**config.mk**
```make
export PLATFORM = sky130hd
export DESIGN_NAME = ipc_top
export DESIGN_NICKNAME = d
export VERILOG_FILES = /design/src/ipc_pkg.sv /design/src/ipc_edge.sv /design/src/ipc_top.sv
export SDC_FILE = /design/constraint.sdc
export NUM_CORES = 1
export LEC_CHECK = 0
export BUFFER_PORTS_ARGS = -buffer_cell sky130_fd_sc_hd__buf_2
export CORE_UTILIZATION = 50
export CTS_BUF_LIST = sky130_fd_sc_hd__clkbuf_2
export DETAILED_ROUTE_END_ITERATION = 8
export GPL_TIMING_DRIVEN = 0
export PLACE_DENSITY = 0.83
export SETUP_SLACK_MARGIN = 0.15
export SYNTH_ARGS = -nofsm -noshare
export SYNTH_HDL_FRONTEND = slang
export SYNTH_SLANG_ARGS = --single-unit
```
**constraint.sdc**
```tcl
create_clock -name i_clock -period 4 [get_ports i_clock]
set_clock_uncertainty 0.15 [all_clocks]
set_input_delay 0.4 -clock i_clock [delete_from_list [all_inputs] [get_ports i_clock]]
set_output_delay 0.4 -clock i_clock [all_outputs]
set_load 0.02 [all_outputs]
```
**src/ipc_pkg.sv**
```systemverilog
// Package for the interrupt priority controller: register map, bit layout, vectors.
// Assumes a 32-bit APB slave with each register on one aligned word.
package ipc_pkg;
  localparam int unsigned IPC_NSRC = 12;
  localparam logic [7:0] IPC_OFS_REQ = 8'h00;
  localparam logic [7:0] IPC_OFS_EN = 8'h04;
  localparam logic [7:0] IPC_OFS_EDGE = 8'h08;
  localparam logic [7:0] IPC_OFS_STAT = 8'h0c;
  localparam logic [7:0] IPC_OFS_KEYDIR = 8'h10;
  localparam logic [11:0] IPC_EN_RST = 12'h000;
  localparam logic [3:0] IPC_EDGE_RST = 4'h0;
  localparam logic [7:0] IPC_KEYDIR_RST = 8'hff;
  // Request bit positions, highest priority first
  localparam int unsigned SRC_RX = 0;
  localparam int unsigned SRC_TX = 1;
  localparam int unsigned SRC_EXT0 = 2;
  localparam int unsigned SRC_EXT1 = 3;
  localparam int unsigned SRC_KEY = 4;
  localparam int unsigned SRC_CNT0 = 5;
  localparam int unsigned SRC_CNT1 = 6;
  localparam int unsigned SRC_TMRX = 7;
  localparam int unsigned SRC_TMRA = 8;
  localparam int unsigned SRC_AD = 9;
  localparam int unsigned SRC_TMR1 = 10;
  localparam int unsigned SRC_BRK = 11;
  // Edge select bits: 1 selects rising
  localparam int unsigned EDG_EXT0 = 0;
  localparam int unsigned EDG_EXT1 = 1;
  localparam int unsigned EDG_CNT0 = 2;
  localparam int unsigned EDG_CNT1 = 3;
  localparam logic [15:0] IPC_VEC_RESET = 16'hfffc;
  localparam logic [15:0] IPC_VEC_BRK = 16'hffdc;
  localparam logic [15:0] IPC_VEC_TABLE [IPC_NSRC] = '{
    16'hfffa, 16'hfff8, 16'hfff6, 16'hfff4, 16'hfff2, 16'hfff0,
    16'hffee, 16'hffec, 16'hffe6, 16'hffe2, 16'hffe0, 16'hffdc};
  typedef struct packed {
    logic valid;
    logic [3:0] src;
    logic [15:0] vec;
  } ipc_take_t;
  typedef enum logic [1:0] {
    IPC_ST_RESET = 2'b00,
    IPC_ST_IDLE = 2'b01,
    IPC_ST_TAKE = 2'b10,
    IPC_ST_WAIT = 2'b11
  } ipc_state_t;
endpackage

```
**src/ipc_edge.sv**
```systemverilog
// Edge detector for one synchronous pin with selectable polarity.
// Assumes the pin is already synchronous to i_clock.
`timescale 1ns/10ps
module ipc_edge (
  input wire logic i_clock,
  input wire logic i_rst,
  input wire logic i_pin,
  input wire logic i_rising,
  output logic o_hit
);
  logic pin_q;
  logic sel_q;
  always_ff @(posedge i_clock or posedge i_rst) begin
    if (i_rst) begin
      pin_q <= 1'b0;
      sel_q <= 1'b0;
    end else begin
      pin_q <= i_pin;
      sel_q <= i_rising;
    end
  end
  // Changing the polarity looks at the pin through the new selection, so it may
  // report an edge the pin never made; software is expected to tolerate that.
  always_comb begin
    o_hit = sel_q ? (i_pin & ~pin_q) : (~i_pin & pin_q);
    if (sel_q != i_rising) begin
      o_hit = o_hit | (i_rising ? i_pin : ~i_pin);
    end
  end
endmodule

```
**src/ipc_top.sv**
```systemverilog
// Interrupt priority controller: request latches, enables, priority, accept handshake.
// Assumes the core raises i_accept_ack after stacking PC and status, and that
// peripheral event inputs are one-cycle pulses synchronous to i_clock.
//
// The implementer's own choices: the address map and the APB interface to the registers.
`timescale 1ns/10ps
module ipc_top
  import ipc_pkg::*;
(
  input wire logic i_clock,
  input wire logic i_rst,
  input wire logic i_psel,
  input wire logic i_penable,
  input wire logic i_pwrite,
  input wire logic [7:0] i_paddr,
  input wire logic [31:0] i_pwdata,
  output logic [31:0] o_prdata,
  output logic o_pready,
  output logic o_pslverr,
  input wire logic i_ext_irq_pin0,
  input wire logic i_ext_irq_pin1,
  input wire logic i_counter_pin0,
  input wire logic i_counter_pin1,
  input wire logic [7:0] i_key_input_port,
  input wire logic i_serial_rx_done,
  input wire logic i_serial_tx_shift_done,
  input wire logic i_serial_tx_buf_empty,
  input wire logic i_timer1_underflow,
  input wire logic i_timera_underflow,
  input wire logic i_timerx_underflow,
  input wire logic i_ad_done,
  input wire logic i_break_instruction,
  input wire logic i_disable_flag,
  input wire logic i_accept_ack,
  output logic o_irq_take,
  output logic [3:0] o_irq_src,
  output logic [15:0] o_irq_vector,
  output logic o_irq_is_reset,
  output logic o_set_disable_flag
);
  logic [11:0] req_q;
  logic [11:0] en_q;
  logic [3:0] edge_q;
  logic [7:0] keydir_q;
  logic key_and_q;
  logic [11:0] hw_set;
  logic [11:0] sw_clr;
  logic [11:0] acc_clr;
  logic [11:0] ready;
  logic hit_ext0;
  logic hit_ext1;
  logic hit_cnt0;
  logic hit_cnt1;
  logic key_and;
  logic wr_en;
  logic rd_en;
  ipc_state_t state_q;
  ipc_take_t take_q;
  ipc_take_t pick;

  // Lowest index wins, which gives the documented order
  function automatic logic [3:0] ipc_first(input logic [11:0] vec);
    logic [3:0] idx;
    idx = 4'h0;
    for (int i = IPC_NSRC - 1; i >= 0; i--) begin
      if (vec[i]) begin
        idx = 4'(i);
      end
    end
    return idx;
  endfunction

  ipc_edge u_edge_ext0 (.i_clock(i_clock), .i_rst(i_rst), .i_pin(i_ext_irq_pin0),
    .i_rising(edge_q[EDG_EXT0]), .o_hit(hit_ext0));
  ipc_edge u_edge_ext1 (.i_clock(i_clock), .i_rst(i_rst), .i_pin(i_ext_irq_pin1),
    .i_rising(edge_q[EDG_EXT1]), .o_hit(hit_ext1));
  ipc_edge u_edge_cnt0 (.i_clock(i_clock), .i_rst(i_rst), .i_pin(i_counter_pin0),
    .i_rising(edge_q[EDG_CNT0]), .o_hit(hit_cnt0));
  ipc_edge u_edge_cnt1 (.i_clock(i_clock), .i_rst(i_rst), .i_pin(i_counter_pin1),
    .i_rising(edge_q[EDG_CNT1]), .o_hit(hit_cnt1));

  // Output pins (direction bit 1) are left out of the AND
  assign key_and = &(i_key_input_port | keydir_q);

  always_ff @(posedge i_clock or posedge i_rst) begin
    if (i_rst) begin
      key_and_q <= 1'b1;
    end else begin
      key_and_q <= key_and;
    end
  end

  always_comb begin
    hw_set = '0;
    hw_set[SRC_RX] = i_serial_rx_done;
    hw_set[SRC_TX] = i_serial_tx_shift_done | i_serial_tx_buf_empty;
    hw_set[SRC_EXT0] = hit_ext0;
    hw_set[SRC_EXT1] = hit_ext1;
    hw_set[SRC_KEY] = key_and_q & ~key_and;
    hw_set[SRC_CNT0] = hit_cnt0;
    hw_set[SRC_CNT1] = hit_cnt1;
    hw_set[SRC_TMRX] = i_timerx_underflow;
    hw_set[SRC_TMRA] = i_timera_underflow;
    hw_set[SRC_AD] = i_ad_done;
    hw_set[SRC_TMR1] = i_timer1_underflow;
    hw_set[SRC_BRK] = i_break_instruction;
  end

  assign wr_en = i_psel & i_penable & i_pwrite;
  assign rd_en = i_psel & ~i_penable & ~i_pwrite;

  // Writing 0 clears a request; writing 1 leaves it alone
  always_comb begin
    sw_clr = '0;
    if (wr_en && i_paddr == IPC_OFS_REQ) begin
      sw_clr = ~i_pwdata[11:0];
    end
  end

  always_comb begin
    acc_clr = '0;
    if (state_q == IPC_ST_TAKE && take_q.valid && i_accept_ack) begin
      acc_clr[take_q.src] = 1'b1;
    end
  end

  // A new event in the clearing cycle survives
  always_ff @(posedge i_clock or posedge i_rst) begin
    if (i_rst) begin
      req_q <= '0;
    end else begin
      req_q <= (req_q & ~sw_clr & ~acc_clr) | hw_set;
    end
  end

  always_ff @(posedge i_clock or posedge i_rst) begin
    if (i_rst) begin
      en_q <= IPC_EN_RST;
      edge_q <= IPC_EDGE_RST;
      keydir_q <= IPC_KEYDIR_RST;
    end else if (wr_en) begin
      case (i_paddr)
        IPC_OFS_EN: en_q <= i_pwdata[11:0];
        IPC_OFS_EDGE: edge_q <= i_pwdata[3:0];
        IPC_OFS_KEYDIR: keydir_q <= i_pwdata[7:0];
        default: ;
      endcase
    end
  end

  // Break has no enable and no mask
  always_comb begin
    ready = req_q & en_q & {12{~i_disable_flag}};
    ready[SRC_BRK] = req_q[SRC_BRK];
  end

  always_comb begin
    pick.valid = |ready;
    pick.src = ipc_first(ready);
    pick.vec = IPC_VEC_TABLE[pick.src];
  end

  always_ff @(posedge i_clock or posedge i_rst) begin
    if (i_rst) begin
      state_q <= IPC_ST_RESET;
      take_q <= '0;
      o_irq_take <= 1'b0;
      o_irq_src <= 4'h0;
      o_irq_vector <= 16'h0000;
      o_irq_is_reset <= 1'b0;
      o_set_disable_flag <= 1'b0;
    end else begin
      o_set_disable_flag <= 1'b0;
      case (state_q)
        IPC_ST_RESET: begin
          // Reset is served like the top interrupt, through the same handshake
          o_irq_take <= 1'b1;
          o_irq_is_reset <= 1'b1;
          o_irq_vector <= IPC_VEC_RESET;
          o_irq_src <= 4'h0;
          take_q <= '0;
          state_q <= IPC_ST_TAKE;
        end
        IPC_ST_IDLE: begin
          if (pick.valid) begin
            take_q <= pick;
            o_irq_take <= 1'b1;
            o_irq_is_reset <= 1'b0;
            o_irq_src <= pick.src;
            o_irq_vector <= pick.vec;
            state_q <= IPC_ST_TAKE;
          end
        end
        IPC_ST_TAKE: begin
          if (i_accept_ack) begin
            o_irq_take <= 1'b0;
            o_set_disable_flag <= 1'b1;
            state_q <= IPC_ST_WAIT;
          end
        end
        IPC_ST_WAIT: begin
          // One cycle for the core's flag and the cleared bit to settle
          state_q <= IPC_ST_IDLE;
        end
        default: state_q <= IPC_ST_IDLE;
      endcase
    end
  end

  always_ff @(posedge i_clock or posedge i_rst) begin
    if (i_rst) begin
      o_prdata <= 32'h0000_0000;
      o_pready <= 1'b0;
      o_pslverr <= 1'b0;
    end else begin
      o_pready <= rd_en | (i_psel & ~i_penable & i_pwrite);
      o_pslverr <= 1'b0;
      if (i_psel & ~i_penable) begin
        if (!(i_paddr inside {IPC_OFS_REQ, IPC_OFS_EN, IPC_OFS_EDGE, IPC_OFS_STAT,
            IPC_OFS_KEYDIR})) begin
          o_pslverr <= 1'b1;
        end
      end
      if (rd_en) begin
        case (i_paddr)
          IPC_OFS_REQ: o_prdata <= {20'h0, req_q};
          IPC_OFS_EN: o_prdata <= {20'h0, en_q};
          IPC_OFS_EDGE: o_prdata <= {28'h0, edge_q};
          IPC_OFS_STAT: o_prdata <= {24'h0, state_q, take_q.valid, take_q.src,
            key_and_q};
          IPC_OFS_KEYDIR: o_prdata <= {24'h0, keydir_q};
          default: o_prdata <= 32'h0000_0000;
        endcase
      end
    end
  end
endmodule

```
* Word-level counts from Yosys, hierarchy flattened
Memories as Yosys holds them, arrays and structs flattened.
Index checks and enable logic that the tools add are counted.
** Operators by class
- Add/sub/neg operators :: 0
- Multiply operators :: 0
- Divide/modulo/power cells :: 0
- $lt $le $gt $ge :: 3
- Eq/ne operators :: 13
- Shift operators :: 0
- Multiplexer cells :: 49
- Bitwise gates (word level) :: 42
- Reduce and logical (&&, ||, !) cells :: 17
** Operator list (number)
- $pmux 12 s5 :: 1
- $mux 4 :: 13
- $mux 16 :: 3
- $pmux 21 s2 :: 1
- $not 12->12 :: 3
- $pmux 16 s2 :: 1
- $and 12x12->12 :: 2
- $mux 12 :: 2
- $and 11x11->11 :: 2
- $mux 21 :: 1
- $mux 1 :: 20
- $eq 8x4->1 const B :: 2
- $and 1x1->1 :: 14
- $not 1->1 :: 12
- $or 12x12->12 :: 1
- $reduce_or 12->1 :: 1
- $reduce_and 2->1 :: 5
- $eq 8x3->1 const B :: 1
- $eq 8x5->1 const B :: 1
- $logic_not 8->1 :: 1
- $or 8x8->8 :: 1
- $pmux 2 s4 :: 1
- $pmux 4 s2 :: 1
- $reduce_and 8->1 :: 1
- 19 further kinds :: 33
** Storage, ports and cells
- Register bits :: 109
- Bits in latches :: 0
- RAM bits :: 0
- Memory bits (read-only) :: 256
- Output and inout bits :: 57
- Word-level logic and storage cells :: 149
- Memories :: 1
** Memory list
- (name not given) :: words 16, bits a word 16, rd ports 1, clocked after memory_dff 0, write ports 0, line ipc_top.sv:160 : pick.vec = IPC_VEC_TABLE[pick.src];

* Longest topological paths before layout
- Word-level depth :: 19
- Mapped depth :: 8

* Hierarchy
From an unflattened synthesis, not the netlist that was laid out.
** Unflattened totals
- Cells, all modules :: 362
- Area total of the unflattened synthesis :: 3839.9 um^2
** By module, submodules not included
- ipc_top :: times used 1, cells each 338, area an instance 3499.6 um^2, seq. area each 1687.9 um^2
- ipc_edge :: times used 4, cells each 6, area an instance 85.1 um^2, seq. area each 50.0 um^2

* Least setup slack after synthesis
No wires, ideal clock.
- Path type :: input to register
- Start :: in i_paddr[0]
- End :: reg en_q[0]
- Arrival :: 2382 ps
- Data required time :: 3725 ps
- Setup slack :: 1343 ps
- Cell stages on the path :: 7
- Path buffers :: 2
- Cells stage by stage :: or4_4 -> or2_1 -> buf_6 -> nor4b_4 -> and4_4 -> buf_12 -> mux2_4
** On the way
- Word-level cells in the longest chain between the ends :: 2
** Ends and longest elaborated chain
- start, declared :: line ipc_top.sv:15 : input wire logic [7:0] i_paddr,
- $eq 8x3->1 :: line ipc_top.sv:142 : case (i_paddr)
- $reduce_and 2->1 (no line)
- end signal, assigned :: line ipc_top.sv:143 : IPC_OFS_EN: en_q <= i_pwdata[11:0];
- end, declared :: line ipc_top.sv:42 : logic [11:0] en_q;
No other way between the ends.
A chain may end at the register's enable or synchronous reset.

* Worst setup path after layout
- Start :: in i_paddr[0]
- End :: reg en_q[1]
Same word-level chain as after synthesis.

==> results.txt <==
- The first detailed-routing pass took 5 iterations.
- Setup repair after global routing left no endpoint under its margin.
* Buffer levels on the longest clock path: 2
- Number of buffers added to fix hold violations after cts: 24
* Destination of the worst hold path: o_pslverr$_DFF_PP0_
- Setup repair bufs after CTS: 0
* Sequential share of power: 46.0%
* Area used by sequential logic in the layout: 0.001888 mm²
- Share of layout cells above drive strength 1: 37.80%
* Total of endpoints with negative setup slack in the final report: 0
- Commonest non-fill, non-tap cells in the layout: buf_2 (83), dfrtp_1 (66), buf_4 (34), nand2_1 (27), nor2_1 (26)
* Worst-Margin Slew: 0.9131 ns
- NumNets Final: 563
* Number of enable flip-flop cells after synthesis: 0
- Reg2reg setup slack: 1.61 ns
- Smallest setup slack after layout: 1.534 ns
* Share of power burned in the clock network: 26.2%
- In the routed design, unresolved DRC markers number 0.
* Top FF cell, synth: dfrtp_1
* Clock tree from TritonCTS: built
* Total clock buffers created by CTS: 9
* Total number of clock tree sinks: 75
- Worst Hold Path Cells: 3
* GR Overflow Total: 0
* Antenna violations before repair: 0
- In the finished design, the share of the clock period the worst path needs comes to 61.65%.
* Pin count of the biggest net entering global routing: 76
- Dominant combinational cell family by area after synthesis: compound AO/OA/AOI/OAI gates
- Traced cell by cell, the critical path runs through buf_2 -> or4_4 -> or2_1 -> buf_6 -> nor4b_4 -> and4_4 -> buf_12 -> mux2_4.
- On the worst path, the slowest cell contributes a delay of 0.53 ns.
- The first global-routing pass estimated 16190 µm of wire.
- Xor and xnor area share after synthesis: 0%
* Area of the die: 0.008168 mm²
- The via count of the first global-routing pass is 3313.
- Fill cells in the final layout number 600.
- Run status: finished clean
- The worst register-to-register path ends at o_irq_src[1]$_DFFE_PP0P_.
- The synthesized netlist occupies a cell area of 0.003905 mm².
* Cell taking the most area after synthesis: dfrtp_1
- The worst hold path begins at i_paddr[1].
- Root Driver: clkbuf_2
* Post-route design area: 0.004928 mm²
* Max Freq: 405.5 MHz
* Total placed instance area: 0.004517 mm²
* Overall track demand over capacity in global routing: 25.21%
* Cells after Synth: 357
- Using the TritonRoute via totals, the vias-per-cell ratio works out to 5.452.
* Critical-path cell with the highest stage delay: or4_4
- Overall die height: 90.38 µm
- After floorplanning, the core was divided into 31 placement rows.
* Hold WC Path Type: in2reg
- For the finished layout, the period the worst path requires is 2.466 ns.
* Core footprint: 0.007408 mm²
- Pre-CTS worst setup slack: 1.055 ns
* Via total after detailed routing: 3266
- Critical path class: in2reg
* Drt total wl: 9631 µm
* Compound-Gate Fraction of Synth Area: 16.08%
- Sequential area share after synthesis: 48.35%
* RR Startpoint: en_q[9]$_DFFE_PP0P_
* Placer congestion estimate: 0.8795
- Final-layout setup total negative slack: 0 ns
- The final-report max-slew violation count came to 0.
- The analysis attributes to net switching a power of 0.6719 mW.
- Estimated wirelength of the detail-placed design: 6872 µm
- Data arrival time of the critical path: 2.73 ns
- At the worst endpoint, the required time is 4.27 ns.
* Horiz. Die Dim: 90.38 µm
* Remaining max-slew budget at the tightest pin: 39.13%
- After clock tree synthesis, the clock-pin slew on the worst setup and hold paths is 0.19 ns.
* Worst reg-to-reg path cell count: 5
- Number of nets with antenna violations after detailed routing: 0
* Power per standard cell area: 409.1 mW/mm²
- Kind of capture point of the worst setup path: flip-flop
- In this run, synthesis produced a sequential element count of 75.
* Synthesized-area fraction occupied by adder cells: 0.3204%
- Multiplexer cells account for 12.50% of the synthesized area.
* Final hold violation count: 0
- Of the total synthesized cell area, the portion taken by AND, OR, NAND and NOR gates is 13.17%.
- Routed length per instance: 16.08 µm
- In this run the static leakage power is 2.249 nW.
- Switching part of the total: 33.32%
- Area of the multi-input gates: 0.001729 mm²
* Level count of the clock H-tree: 3
- Starting utilization of the core area: 52.71%
* Later-pin clock latency in the skew report: 0.53 ns
* Internal power consumption: 1.345 mW
* Leading post-synthesis cells by cell area: dfrtp_1 (42%), buf_4 (6.5%), mux2_2 (6.3%)
* Most frequent standard cell in the layout excluding fill and tap cells: buf_2
* Distinct cell type count of the synthesized netlist: 56
- Synthesized area divided by synthesized cell count: 10.94 µm²
- Area share of the leading cell type in the synthesized netlist: 42.29%
- Number of violations reported at the end of detailed-routing iteration 0: 230
- 0 antenna diodes ended up in the layout.
- In this run the worst path has a maximum fanout of 10.
- During synthesis, Yosys emitted a total of 0 warnings.
- Port bufs: 82
- The worst-case IR drop observed on VDD is 0.4024 mV.
- For this run, asynchronously set or reset flops after synthesis account for 100.0%.
- Area growth from synthesis to final layout: 26.21%
* Hold_ws: 0.01202 ns
- 124 I/O pins were placed.
- Combinational cells account for 27.8% of the total power.
- The tool flagged a number of max-cap violations equal to 0.
- In this run, post-CTS repair resized a total of 0 instances.
* Crit start category: input port
-- worst max path at each step --
stage                             start                           end  slack [ns]  depth (start not counted)
floorplan                    i_paddr[0]           en_q[0]$_DFFE_PP0P_        1.34                          7
global placement                  i_rst  o_irq_vector[14]$_DFFE_PP0P_        0.79                          2
detailed placement           i_paddr[0]           en_q[1]$_DFFE_PP0P_        1.06                          8
CTS                 en_q[9]$_DFFE_PP0P_   o_irq_vector[2]$_DFFE_PP0P_        1.22                          4
global route        en_q[9]$_DFFE_PP0P_      o_irq_src[1]$_DFFE_PP0P_        1.47                          5
finish                       i_paddr[0]           en_q[1]$_DFFE_PP0P_        1.53                          8
-- stage by stage --
stage | instances | power (mW) | util [%]
after floorplan | 377 | 1.289 | -
after detailed placement | 558 | 1.471 | 60.97
after global routing | 599 | 2.118 | 66.53
after global placement | 558 | 1.455 | 60.94
final | 599 | 2.016 | 66.53
after CTS | 598 | 2.012 | 66.29
-- power by group through the flow --
| stage | Combinational, mW | Clock, mW | Sequential [mW] |
|---|---|---|---|
| after global placement | 0.519 | 0 | 0.935 |
| final | 0.561 | 0.528 | 0.928 |
| after floorplan | 0.328 | 0 | 0.961 |
| after CTS | 0.552 | 0.534 | 0.926 |
| after detailed placement | 0.531 | 0 | 0.940 |
| after global routing | 0.614 | 0.563 | 0.941 |
-- registers in the layout, summed over array words and instances, names as in the netlist, 2 cells and up --
name / cells
en_q: 12
o_prdata: 12
req_q: 12
keydir_q: 8
o_irq_vector: 6
edge_q: 4
o_irq_src: 4
state_q: 2
-- logic make-up (layout without fill, tap and decap cells) --
| group | after synthesis | count (layout) |
|---|---|---|
| simple gates | 96 | 96 |
| compound gates | 90 | 90 |
| flops | 75 | 75 |
| buf+inv | 58 | 181 |
| mux | 36 | 36 |
| fa+ha+maj | 1 | 1 |
| other cells | 1 | 21 |
-- layout make-up --
| type | instances | share of cell area [%] |
|---|---|---|
| inverter | 12 | 0.9647 |
| tap | 99 | 2.513 |
| timing repair buffer | 107 | 13.40 |
| clock buffer | 10 | 1.015 |
| sequential | 75 | 38.31 |
| multi-input combinational | 244 | 35.09 |
| buffer | 46 | 6.601 |
| clock inverter | 6 | 2.107 |
-- synthesized netlist by cell type, drive strengths merged (2+ instances only) --
master	instances
nor4b	2
nand2b	11
nand3	4
nand2	27
nor3	2
nor2b	5
inv	12
a221oi	4
a31oi	7
a21oi	12
nand3b	4
clkbuf	8
a22oi	11
a41oi	2
buf	38
dfstp	9
or4	2
o31ai	2
o22ai	8
mux2	32
nor4	3
o21ai	15
a31o	2
nor3b	2
a21o	6
or2	2
and2	2
nor2	26
o221ai	11
dfrtp	66
mux4	4
-- critical path: cells and delay by family --
family	cells	cell delay, ns
buf+inv	3	0.39
simple gates	4	1.62
mux	1	0.31
-- layer usage --
metal	GRT usage [%]	up-vias	wire (µm)
li1	-	1527	-
met1	33.80	1590	4264
met2	41.09	131	4658
met3	4.209	18	529
met4	9.677	0	179
met5	0	-	0
(Power assumes the default switching activity.)
